`config.mk`:
```
export PLATFORM = sky130hd
export DESIGN_NAME = hus_uart_host
export DESIGN_NICKNAME = d
export VERILOG_FILES = /design/src/hus_pkg.sv /design/src/hus_uart_host.sv
export SDC_FILE = /design/constraint.sdc
export NUM_CORES = 1
export LEC_CHECK = 0
export BUFFER_PORTS_ARGS = -buffer_cell sky130_fd_sc_hd__buf_2
export CAP_MARGIN = 20
export CORE_MARGIN = 2
export CORE_UTILIZATION = 57
export DETAILED_ROUTE_END_ITERATION = 10
export PLACE_DENSITY = 0.75
export SLEW_MARGIN = 25
export SYNTH_ARGS = -nofsm -noshare
export SYNTH_HDL_FRONTEND = slang
export SYNTH_SLANG_ARGS = --single-unit
```
`constraint.sdc`:
```
create_clock -name mclk_i -period 17.6 [get_ports mclk_i]
set_input_delay 0 -clock mclk_i [delete_from_list [all_inputs] [get_ports mclk_i]]
set_output_delay 0 -clock mclk_i [all_outputs]
set_load 0.02 [all_outputs]
```
`src/hus_pkg.sv`:
```
// shared constants and types of the host uart and serial port block
package hus_pkg;
  // ----------------------------------------------------------------
  // clock and baud generation
  // ----------------------------------------------------------------
  localparam int CLK_HZ = 25_000_000;
  localparam int OVERSAMPLE = 4;
  localparam int BAUD_SCALE = 4096;
  localparam int BAUD_UNIT_HZ = 1_000_000;
  // setting = baud * 0.004096, so one tick per setting step of the modulus
  localparam logic [15:0] BAUD_MOD = 16'((CLK_HZ / 1000) * BAUD_SCALE / (OVERSAMPLE * (BAUD_UNIT_HZ / 1000)));
  localparam logic [15:0] BAUD_SETTING_115200 = 16'h01d8;
  // break timeout counts in units of one millisecond
  localparam int BREAK_UNIT_US = 1000;
  localparam int BREAK_UNIT_CYCLES = (CLK_HZ / 1_000_000) * BREAK_UNIT_US;
  localparam int FIFO_DEPTH = 16;
  localparam int DATA_BITS = 8;
  // ----------------------------------------------------------------
  // host serial port framing
  // ----------------------------------------------------------------
  localparam logic [6:0] HDR_END = 7'h20;
  localparam logic [6:0] WR_END = 7'h30;
  localparam int PAD_BYTES = 1;
  localparam logic [6:0] RD_ERR_START = 7'(32 + 8 * PAD_BYTES);
  localparam int CMD_WRITE_BIT = 0;
  localparam int CMD_BURST_BIT = 1;
  localparam logic [7:0] ERR_OK = 8'h00;
  localparam logic [7:0] ERR_FAIL = 8'h01;
  localparam logic [7:0] ERR_BURST = 8'h02;
  // ----------------------------------------------------------------
  // enumerations
  // ----------------------------------------------------------------
  typedef enum logic [1:0] {PROTO_THREE_WIRE = 2'b00, PROTO_H4 = 2'b01,
    PROTO_DEEP_SLEEP_H4 = 2'b10, PROTO_H5 = 2'b11} hus_proto_type;
  typedef enum logic [1:0] {PAR_NONE = 2'b00, PAR_ODD = 2'b01,
    PAR_EVEN = 2'b10} hus_parity_type;
  typedef enum logic [2:0] {SER_IDLE = 3'b000, SER_START = 3'b001, SER_DATA = 3'b010,
    SER_PARITY = 3'b011, SER_STOP = 3'b100} hus_ser_state_type;
endpackage : hus_pkg

```
`src/hus_uart_host.sv`:
```
// host interface top: boot selection, uart with fifo, and host serial register port
// How it works
// - strap sampled once after reset; high selects card port, low selects uart.
// - card clock and command pins sampled at boot pick the uart protocol.
// - data on rx and tx; optional active-low rts and cts flow control.
// - baud divisor setting equals baud times 0.004096; 0x01d8 gives 115200.
// - eight data bits, parity none, odd or even, one or two stops.
// - rx held low longer than break timeout raises a reset request.
// - tx line can be forced low to send a wake-up break.
// - all serial outputs float while reset is held.
// - card data3 chip select, cmd mosi, data0 miso, clock sclk, data1 interrupt.
// - access opens with 8-bit command, 24-bit address, burst adds 16-bit length.
// - register cycles reach registers; burst cycles only target the buffer manager.
// - after write data an error byte is returned on miso.
// - a failed access through the serial port asserts the host interrupt.
// - read returns padding with miso low, error byte, then 16 data bits.
`timescale 1ns/100ps

// ----------------------------------------------------------------
// fifo
// ----------------------------------------------------------------
module hus_fifo #(
  parameter int WIDTH = 8,
  parameter int DEPTH = 16
) (
  input wire logic clk_i,
  input wire logic rst_n_i,
  input wire logic [WIDTH-1:0] wdata_i,
  input wire logic wvalid_i,
  output logic wready_o,
  output logic [WIDTH-1:0] rdata_o,
  output logic rvalid_o,
  input wire logic rready_i
);
  localparam int AW = $clog2(DEPTH);
  logic [WIDTH-1:0] mem [DEPTH];
  logic [AW-1:0] wptr;
  logic [AW-1:0] rptr;
  logic [AW:0] count;
  wire push = wvalid_i && wready_o;
  wire pop = rvalid_o && rready_i;
  assign wready_o = (count != (AW+1)'(DEPTH));
  assign rvalid_o = (count != '0);
  assign rdata_o = mem[rptr];
  // pointers and fill level
  always_ff @(posedge clk_i or negedge rst_n_i) begin
    if (!rst_n_i) begin
      wptr <= '0;
      rptr <= '0;
      count <= '0;
    end else begin
      if (push) wptr <= wptr + 1'b1;
      if (pop) rptr <= rptr + 1'b1;
      if (push && !pop) count <= count + 1'b1;
      else if (pop && !push) count <= count - 1'b1;
    end
  end
  // storage holds no reset, contents are only read behind rvalid
  always_ff @(posedge clk_i) begin
    if (push) mem[wptr] <= wdata_i;
  end
endmodule : hus_fifo

// ----------------------------------------------------------------
// top
// ----------------------------------------------------------------
module hus_uart_host #(
  parameter int BREAK_UNIT = hus_pkg::BREAK_UNIT_CYCLES
) (
  input wire logic mclk_i,
  input wire logic resetn_i,
  input wire logic host_select_strap_i,
  input wire logic card_clock_i,
  input wire logic card_command_i,
  input wire logic card_data_line_three_i,
  output logic card_data_line_zero_o,
  output logic card_data_line_zero_oe_n_o,
  output logic card_data_line_one_o,
  output logic card_data_line_one_oe_n_o,
  output logic card_port_sel_o,
  output hus_pkg::hus_proto_type protocol_o,
  input wire logic uart_rx_i,
  output logic uart_tx_o,
  output logic uart_tx_oe_n_o,
  output logic uart_rts_n_o,
  output logic uart_rts_oe_n_o,
  input wire logic uart_cts_n_i,
  input wire logic [15:0] baud_divisor_setting_i,
  input wire hus_pkg::hus_parity_type parity_mode_i,
  input wire logic two_stop_i,
  input wire logic flow_ctrl_en_i,
  input wire logic [15:0] break_reset_timeout_i,
  input wire logic send_break_i,
  output logic break_reset_o,
  input wire logic [7:0] tx_data_i,
  input wire logic tx_valid_i,
  output logic tx_ready_o,
  output logic [7:0] rx_data_o,
  output logic rx_valid_o,
  output logic rx_parity_err_o,
  output logic rx_frame_err_o,
  input wire logic rx_ready_i,
  output logic [7:0] reg_cmd_o,
  output logic [23:0] reg_addr_o,
  output logic [15:0] reg_wdata_o,
  output logic reg_wr_o,
  output logic reg_rd_o,
  input wire logic [15:0] reg_rdata_i,
  input wire logic reg_err_i,
  input wire logic int_clear_i
);
  import hus_pkg::*;

  // parity bit for a data byte under the chosen mode
  function automatic logic parity_of(input logic [7:0] d, input hus_parity_type m);
    parity_of = (m == PAR_ODD) ? ~(^d) : (^d);
  endfunction : parity_of

  // ----------------------------------------------------------------
  // reset release and boot straps
  // ----------------------------------------------------------------
  logic rst_meta;
  logic rst_n;
  logic boot_done;
  // two-stage release so the async reset leaves cleanly
  always_ff @(posedge mclk_i or negedge resetn_i) begin
    if (!resetn_i) begin
      rst_meta <= 1'b0;
      rst_n <= 1'b0;
    end else begin
      rst_meta <= 1'b1;
      rst_n <= rst_meta;
    end
  end
  // straps are caught by a clocked capture on the first cycle after release
  always_ff @(posedge mclk_i or negedge rst_n) begin
    if (!rst_n) begin
      boot_done <= 1'b0;
      card_port_sel_o <= 1'b0;
      protocol_o <= PROTO_THREE_WIRE;
    end else if (!boot_done) begin
      boot_done <= 1'b1;
      card_port_sel_o <= host_select_strap_i;
      protocol_o <= hus_proto_type'({card_clock_i, card_command_i});
    end
  end
  wire uart_on = boot_done && !card_port_sel_o;
  wire card_on = boot_done && card_port_sel_o;
  // enables stay high (released) through reset and until the strap is known
  assign uart_tx_oe_n_o = !uart_on;
  assign uart_rts_oe_n_o = !uart_on;

  // ----------------------------------------------------------------
  // baud tick: four ticks per bit
  // ----------------------------------------------------------------
  logic [15:0] acc;
  wire [16:0] acc_sum = {1'b0, acc} + {1'b0, baud_divisor_setting_i};
  wire os_tick = (acc_sum >= {1'b0, BAUD_MOD});
  wire [15:0] next_acc = os_tick ? 16'(acc_sum - {1'b0, BAUD_MOD}) : acc_sum[15:0];
  // setting above the modulus would exceed the tick rate; 4 megabaud stays below
  always_ff @(posedge mclk_i or negedge rst_n) begin
    if (!rst_n) acc <= '0;
    else acc <= next_acc;
  end

  // ----------------------------------------------------------------
  // transmit path
  // ----------------------------------------------------------------
  logic [7:0] fifo_data;
  logic fifo_valid;
  hus_ser_state_type tx_state;
  logic [7:0] tx_shift;
  logic [2:0] tx_bit;
  logic [1:0] tx_os;
  logic tx_stop2;
  logic tx_line;
  wire cts_ok = !flow_ctrl_en_i || !uart_cts_n_i;
  wire tx_take = uart_on && tx_state == SER_IDLE && !send_break_i && cts_ok && fifo_valid;
  wire tx_bit_end = os_tick && tx_os == 2'h3;
  hus_fifo #(.WIDTH(DATA_BITS), .DEPTH(FIFO_DEPTH)) u_tx_fifo (
    .clk_i(mclk_i),
    .rst_n_i(rst_n),
    .wdata_i(tx_data_i),
    .wvalid_i(tx_valid_i),
    .wready_o(tx_ready_o),
    .rdata_o(fifo_data),
    .rvalid_o(fifo_valid),
    .rready_i(tx_take)
  );
  // framer; a break waits for the current character to finish
  always_ff @(posedge mclk_i or negedge rst_n) begin
    if (!rst_n) begin
      tx_state <= SER_IDLE;
      tx_shift <= '0;
      tx_bit <= '0;
      tx_os <= '0;
      tx_stop2 <= 1'b0;
      tx_line <= 1'b1;
    end else begin
      if (os_tick) tx_os <= tx_os + 1'b1;
      case (tx_state)
        SER_IDLE: begin
          tx_line <= !(send_break_i && uart_on);
          if (tx_take) begin
            tx_shift <= fifo_data;
            tx_state <= SER_START;
            tx_os <= '0;
            tx_line <= 1'b0;
          end
        end
        SER_START: if (tx_bit_end) begin
          tx_state <= SER_DATA;
          tx_bit <= '0;
          tx_line <= tx_shift[0];
        end
        SER_DATA: if (tx_bit_end) begin
          tx_bit <= tx_bit + 1'b1;
          tx_line <= tx_shift[3'(tx_bit + 1'b1)];
          if (tx_bit == 3'h7) begin
            tx_state <= (parity_mode_i == PAR_NONE) ? SER_STOP : SER_PARITY;
            tx_line <= (parity_mode_i == PAR_NONE) ? 1'b1 : parity_of(tx_shift, parity_mode_i);
            tx_stop2 <= two_stop_i;
          end
        end
        SER_PARITY: if (tx_bit_end) begin
          tx_state <= SER_STOP;
          tx_line <= 1'b1;
        end
        SER_STOP: if (tx_bit_end) begin
          tx_stop2 <= 1'b0;
          if (!tx_stop2) tx_state <= SER_IDLE;
        end
        default: tx_state <= SER_IDLE;
      endcase
    end
  end
  assign uart_tx_o = tx_line;

  // ----------------------------------------------------------------
  // receive path
  // ----------------------------------------------------------------
  hus_ser_state_type rx_state;
  logic [7:0] rx_shift;
  logic [2:0] rx_bit;
  logic [1:0] rx_os;
  logic rx_par_bad;
  // sample about mid-bit: two ticks after the start low is seen, then every fourth tick
  wire rx_sample = os_tick && rx_os == 2'h1;
  always_ff @(posedge mclk_i or negedge rst_n) begin
    if (!rst_n) begin
      rx_state <= SER_IDLE;
      rx_shift <= '0;
      rx_bit <= '0;
      rx_os <= '0;
      rx_par_bad <= 1'b0;
      rx_data_o <= '0;
      rx_valid_o <= 1'b0;
      rx_parity_err_o <= 1'b0;
      rx_frame_err_o <= 1'b0;
    end else begin
      if (os_tick) rx_os <= rx_os + 1'b1;
      if (rx_valid_o && rx_ready_i) rx_valid_o <= 1'b0;
      case (rx_state)
        SER_IDLE: if (uart_on && os_tick && !uart_rx_i) begin
          rx_state <= SER_START;
          rx_os <= '0;
        end
        SER_START: if (rx_sample) begin
          rx_state <= uart_rx_i ? SER_IDLE : SER_DATA;
          rx_bit <= '0;
        end
        SER_DATA: if (rx_sample) begin
          rx_shift <= {uart_rx_i, rx_shift[7:1]};
          rx_bit <= rx_bit + 1'b1;
          if (rx_bit == 3'h7) rx_state <= (parity_mode_i == PAR_NONE) ? SER_STOP : SER_PARITY;
          rx_par_bad <= 1'b0;
        end
        SER_PARITY: if (rx_sample) begin
          rx_par_bad <= (uart_rx_i != parity_of(rx_shift, parity_mode_i));
          rx_state <= SER_STOP;
        end
        SER_STOP: if (rx_sample) begin
          // a byte not yet taken is overwritten; rts holds the sender off first
          rx_state <= SER_IDLE;
          rx_data_o <= rx_shift;
          rx_valid_o <= 1'b1;
          rx_parity_err_o <= rx_par_bad;
          rx_frame_err_o <= !uart_rx_i;
        end
        default: rx_state <= SER_IDLE;
      endcase
    end
  end
  // request-to-send is low while the receive holding byte is free
  assign uart_rts_n_o = flow_ctrl_en_i && rx_valid_o;

  // ----------------------------------------------------------------
  // break detection on rx
  // ----------------------------------------------------------------
  logic [$clog2(BREAK_UNIT)-1:0] brk_cyc;
  logic [15:0] brk_units;
  logic brk_fired;
  wire unit_end = (brk_cyc == ($clog2(BREAK_UNIT))'(BREAK_UNIT - 1));
  always_ff @(posedge mclk_i or negedge rst_n) begin
    if (!rst_n) begin
      brk_cyc <= '0;
      brk_units <= '0;
      brk_fired <= 1'b0;
      break_reset_o <= 1'b0;
    end else begin
      break_reset_o <= 1'b0;
      if (!uart_on || uart_rx_i) begin
        brk_cyc <= '0;
        brk_units <= '0;
        brk_fired <= 1'b0;
      end else begin
        brk_cyc <= unit_end ? '0 : brk_cyc + 1'b1;
        if (unit_end && brk_units != 16'hffff) brk_units <= brk_units + 1'b1;
        // fires once per low stretch, longer than the timeout
        if (brk_units > break_reset_timeout_i && !brk_fired) begin
          brk_fired <= 1'b1;
          break_reset_o <= 1'b1;
        end
      end
    end
  end

  // ----------------------------------------------------------------
  // host serial port: data3 select, cmd mosi, data0 miso, clock sclk
  // ----------------------------------------------------------------
  logic sclk_q;
  logic sclk_prev;
  logic mosi_q;
  logic [6:0] bit_cnt;
  logic [31:0] hdr;
  logic [15:0] wd;
  logic is_write;
  logic is_burst;
  logic [23:0] out_shift;
  logic miso;
  logic irq;
  // sclk is oversampled by mclk, so it must stay well below mclk / 4
  wire csb = card_data_line_three_i;
  wire sel = card_on && !csb;
  wire rise = sel && sclk_q && !sclk_prev;
  wire fall = sel && !sclk_q && sclk_prev;
  wire [31:0] hdr_next = {hdr[30:0], mosi_q};
  wire hdr_last = rise && bit_cnt == 7'(HDR_END - 1'b1);
  wire new_write = hdr_next[24 + CMD_WRITE_BIT];
  wire new_burst = hdr_next[24 + CMD_BURST_BIT];
  wire emit = is_write ? (bit_cnt >= WR_END) : (bit_cnt >= RD_ERR_START);
  wire access_done = reg_wr_o || reg_rd_o;
  always_ff @(posedge mclk_i or negedge rst_n) begin
    if (!rst_n) begin
      sclk_q <= 1'b0;
      sclk_prev <= 1'b0;
      mosi_q <= 1'b0;
    end else begin
      sclk_q <= card_clock_i;
      sclk_prev <= sclk_q;
      mosi_q <= card_command_i;
    end
  end
  // frame decode: mosi taken on sclk rising edges, miso changed on falling
  always_ff @(posedge mclk_i or negedge rst_n) begin
    if (!rst_n) begin
      bit_cnt <= '0;
      hdr <= '0;
      wd <= '0;
      is_write <= 1'b0;
      is_burst <= 1'b0;
      reg_cmd_o <= '0;
      reg_addr_o <= '0;
      reg_wdata_o <= '0;
      reg_wr_o <= 1'b0;
      reg_rd_o <= 1'b0;
      out_shift <= '0;
      miso <= 1'b0;
    end else begin
      reg_wr_o <= 1'b0;
      reg_rd_o <= 1'b0;
      if (!sel) begin
        bit_cnt <= '0;
        is_write <= 1'b0;
        miso <= 1'b0;
      end
      if (rise) begin
        if (bit_cnt != 7'h7f) bit_cnt <= bit_cnt + 1'b1;
        if (bit_cnt < HDR_END) hdr <= hdr_next;
        else if (bit_cnt < WR_END) wd <= {wd[14:0], mosi_q};
      end
      if (hdr_last) begin
        reg_cmd_o <= hdr_next[31:24];
        reg_addr_o <= hdr_next[23:0];
        is_write <= new_write;
        is_burst <= new_burst;
        reg_rd_o <= !new_write && !new_burst;
        // burst transfers belong to the buffer manager and are not served here
        if (new_burst) out_shift <= {ERR_BURST, 16'h0000};
      end
      if (rise && is_write && !is_burst && bit_cnt == 7'(WR_END - 1'b1)) begin
        reg_wdata_o <= {wd[14:0], mosi_q};
        reg_wr_o <= 1'b1;
      end
      // answer is taken in the strobe cycle, while the strobe is high
      if (access_done) out_shift <= {(reg_err_i ? ERR_FAIL : ERR_OK), (reg_rd_o ? reg_rdata_i : 16'h0000)};
      if (fall) begin
        miso <= emit ? out_shift[23] : 1'b0;
        if (emit) out_shift <= {out_shift[22:0], 1'b0};
      end
    end
  end
  // sticky host interrupt; a new failure wins over a clear in the same cycle
  always_ff @(posedge mclk_i or negedge rst_n) begin
    if (!rst_n) irq <= 1'b0;
    else if ((access_done && reg_err_i) || (hdr_last && new_burst)) irq <= 1'b1;
    else if (int_clear_i) irq <= 1'b0;
  end
  assign card_data_line_zero_o = miso;
  assign card_data_line_zero_oe_n_o = !sel;
  assign card_data_line_one_o = !irq;
  assign card_data_line_one_oe_n_o = !card_on;
endmodule : hus_uart_host

```
==> impl_metrics.toml <==
[floorplan]
die_h_um = 176
fp.dieW_um = 176
io_pins = 147
dieArea_um2 = 30800
core.rowCount = 62
start_util_pct = 58.2
core-area_um2 = 28900

[power_and_ir_drop]
power.density_nw_per_um2 = 136
power_leakage_nw = 8.69
max-vdd-ir-drop_mv = 0.0903

[worst_setup_path]
crit_path_max_fanout = 18
cp.arrival_ps = 5380
required_ps = 18010
crit_path_end_kind = "register"
critPathKind = "register to register"
startpoint_type = "register"

[job]
maxCapViolCount = 0

[timing]
period_needed_ps = 4970
fin_hold_ws_ps = 27.1
max_freq_mhz = 201
finClkSkew_ps = 17.5
setup_ws_ps = 12630
setup_viol = 0
period_share_pct = 28.3
final_hold_viol_count = 0
setup_tns_ps = 0
tightest_slew_ps = 849
slew-limit-headroom_pct = 43.4
rsz0062_at_grt = "no"
slew_violations = 0

[yosys]
synth-edff-count = 128
ys.warnings.count = 0
synth_cells = 1338
ys_seq_area_share_pct = 59.7
syn_avg_cell_area_um2 = 12.5
synthFlopType = "dfrtp_1"
synth.ff_latch_count = 375
async_flop_share_pct = 65.9
synth.distinct_cells = 79
syn_area_um2 = 16800

[cells_and_area]
final_common_cell = "dfrtp_1"
seq_area_um2 = 10000
multi_input_area_um2 = 6370
nNetsFinal = 1653
final_cell_mix = "dfrtp_1 (244), nand2_1 (227), buf_2 (146)"
area_growth_pct = 16.8
finalNonFillerCells = 1938
antenna_cells = 0
final.fill_count = 2086
fin_area_um2 = 19600
drive_above_1_share_pct = 22.8

[place]
place_ws_ps = 12680
place_area_um2 = 17900
gp_congestion = 0.897
dp_cells = 1823
place_hpwl_um = 22500
io_buffers = 146

[route]
drt_wl_total_um = 34200
viasPerCell = 5.65
first_pass_iters = 5
drtIter0Drc = 735
drtAntennaViolNets = 0
vias = 11000
drc = 0
wire_per_inst_um = 17.7

[clocking]
cts_max_level = 2
path_clk_slew_ps = 60
insertion_delay_ps = 530
cts.repair.resized = 0
cts_tree = "built"
post_cts_buffers = 0
numCtsBuffers = 39
cts_root_buf = "clkbuf_16"
clock_path_buffers = 3
cts.sinks = 375

[global_route]
grt_pass1_wl_um = 56600
grt_max_degree = 189
track_usage_pct = 22.8
antenna_found_initial = 0
grt_pass1_vias = 11100
grt-ovfl-total = 0

[run_status]
outcome = "finished clean"

[min_path]
hold_class = "input port to register"
[cell usage after synthesis (4+ instances only)]
master / count / share of area (%)
nand3_1: 21 / 0.63
mux4_2: 42 / 5.6
nor2_1: 79 / 1.8
o31ai_1: 5 / 0.22
and3_1: 10 / 0.37
o21ai_0: 44 / 1.3
o21a_1: 10 / 0.45
buf_4: 4 / 0.18
mux2i_1: 7 / 0.42
nand2b_1: 11 / 0.41
nor4_1: 8 / 0.30
nand2_1: 228 / 5.1
clkbuf_1: 41 / 0.92
a21o_1: 10 / 0.45
o211ai_1: 7 / 0.31
xor2_1: 28 / 1.5
edfxtp_1: 128 / 23
and2_1: 10 / 0.37
inv_1: 44 / 0.98
dfrtp_1: 246 / 37
a22oi_1: 17 / 0.76
a31oi_1: 4 / 0.15
buf_1: 10 / 0.22
or3_1: 8 / 0.30
nand4_1: 17 / 0.63
nor3_1: 15 / 0.45
ha_1: 52 / 3.9
mux2_2: 74 / 5.0
a21oi_1: 25 / 0.75
nor2b_1: 13 / 0.48
xnor2_1: 42 / 2.2
[through the flow]
| step | power, W | utilization, % |
|---|---|---|
| 2_1_floorplan | 0.00171 | - |
| 3_3_place_gp | 0.00185 | 62.0 |
| 3_5_place_dp | 0.00188 | 62.0 |
| 4_1_cts | 0.00269 | 67.8 |
| 5_1_grt | 0.00282 | 67.9 |
| 6_report | 0.00268 | 67.9 |
[final timing paths]
path                           start             to  slack [ps]  cells after the start
max reg2reg                   acc[0]    rx_shift[5]       12630                     16
min                        reg_err_i  out_shift[16]          30                      4
min reg2reg                 rst_meta          rst_n         380                      0
max                           acc[0]    rx_shift[5]       12630                     16
min in group asynchronous   resetn_i       rst_meta         330                      3
max in group asynchronous      rst_n      uart_tx_o       15720                      2
[metal layers]
| layer | global-route usage, % | share of wire, % | vias to the layer above |
|---|---|---|---|
| met5 | 0 | 0 | - |
| met1 | 31.1 | 44 | 5427 |
| li1 | - | - | 5149 |
| met2 | 37.9 | 49 | 302 |
| met3 | 3.44 | 4.7 | 75 |
| met4 | 7.71 | 2.8 | 0 |
[sequential cells by signal (all words and copies together), names as in the netlist, 15 cells and up]
signal	cells
brk_cyc	15
reg_wdata_o	16
wd	15
out_shift	24
hdr	31
brk_units	16
reg_addr_o	24
u_tx_fifo.mem	128
acc	16
[kinds of logic (layout without fill, tap and decap cells)]
logic type / count (synthesis) / after routing / share of synthesized area, %
compound gates: 172 / 172 / 7.17
flops: 375 / 375 / 59.7
fa+ha+maj: 54 / 54 / 4.11
other cells: 1 / 2 / 0.0223
mux: 125 / 125 / 11.1
xor+xnor: 70 / 70 / 3.65
simple gates: 436 / 436 / 11.7
buf+inv: 105 / 320 / 2.50
[area by class of cell]
| type | instances | share of cell area, % |
|---|---|---|
| clock buffer | 57 | 5.73 |
| clock inverter | 12 | 0.568 |
| inverter | 46 | 0.881 |
| multi-input combinational | 859 | 32.5 |
| sequential | 375 | 51.2 |
| tap | 384 | 2.45 |
| timing repair buffer | 205 | 6.73 |
[timing repair]
action / 4_1_cts / 5_1_grt
hold buffers: 45 / 0
endpoints found under the hold margin: 177 / 0
setup endpoints to repair: 0 / 0
[critical path: stages (launching register included)]
cell and delay [ps]:
dfrtp_1 330, ha_1 190, inv_1 60, fa_1 390, and2b_1 240, o31ai_2 90, a21oi_2 370, a21boi_1 130
xnor2_1 390, ha_1 250, nand3b_1 80, or4_1 410, nor4_1 230, o2111ai_1 270, and3_1 500, nor3_4 520
mux2_2 390
[where the power goes]
part	total [W]	switching, W	internal, W
Combinational	0.000793	0.000430	0.000362
Sequential	0.00109	0.0000767	0.00101
Clock	0.000796	0.000335	0.000461
Total	0.00268	0.000842	0.00183
Power figures use the tool's default switching activity.
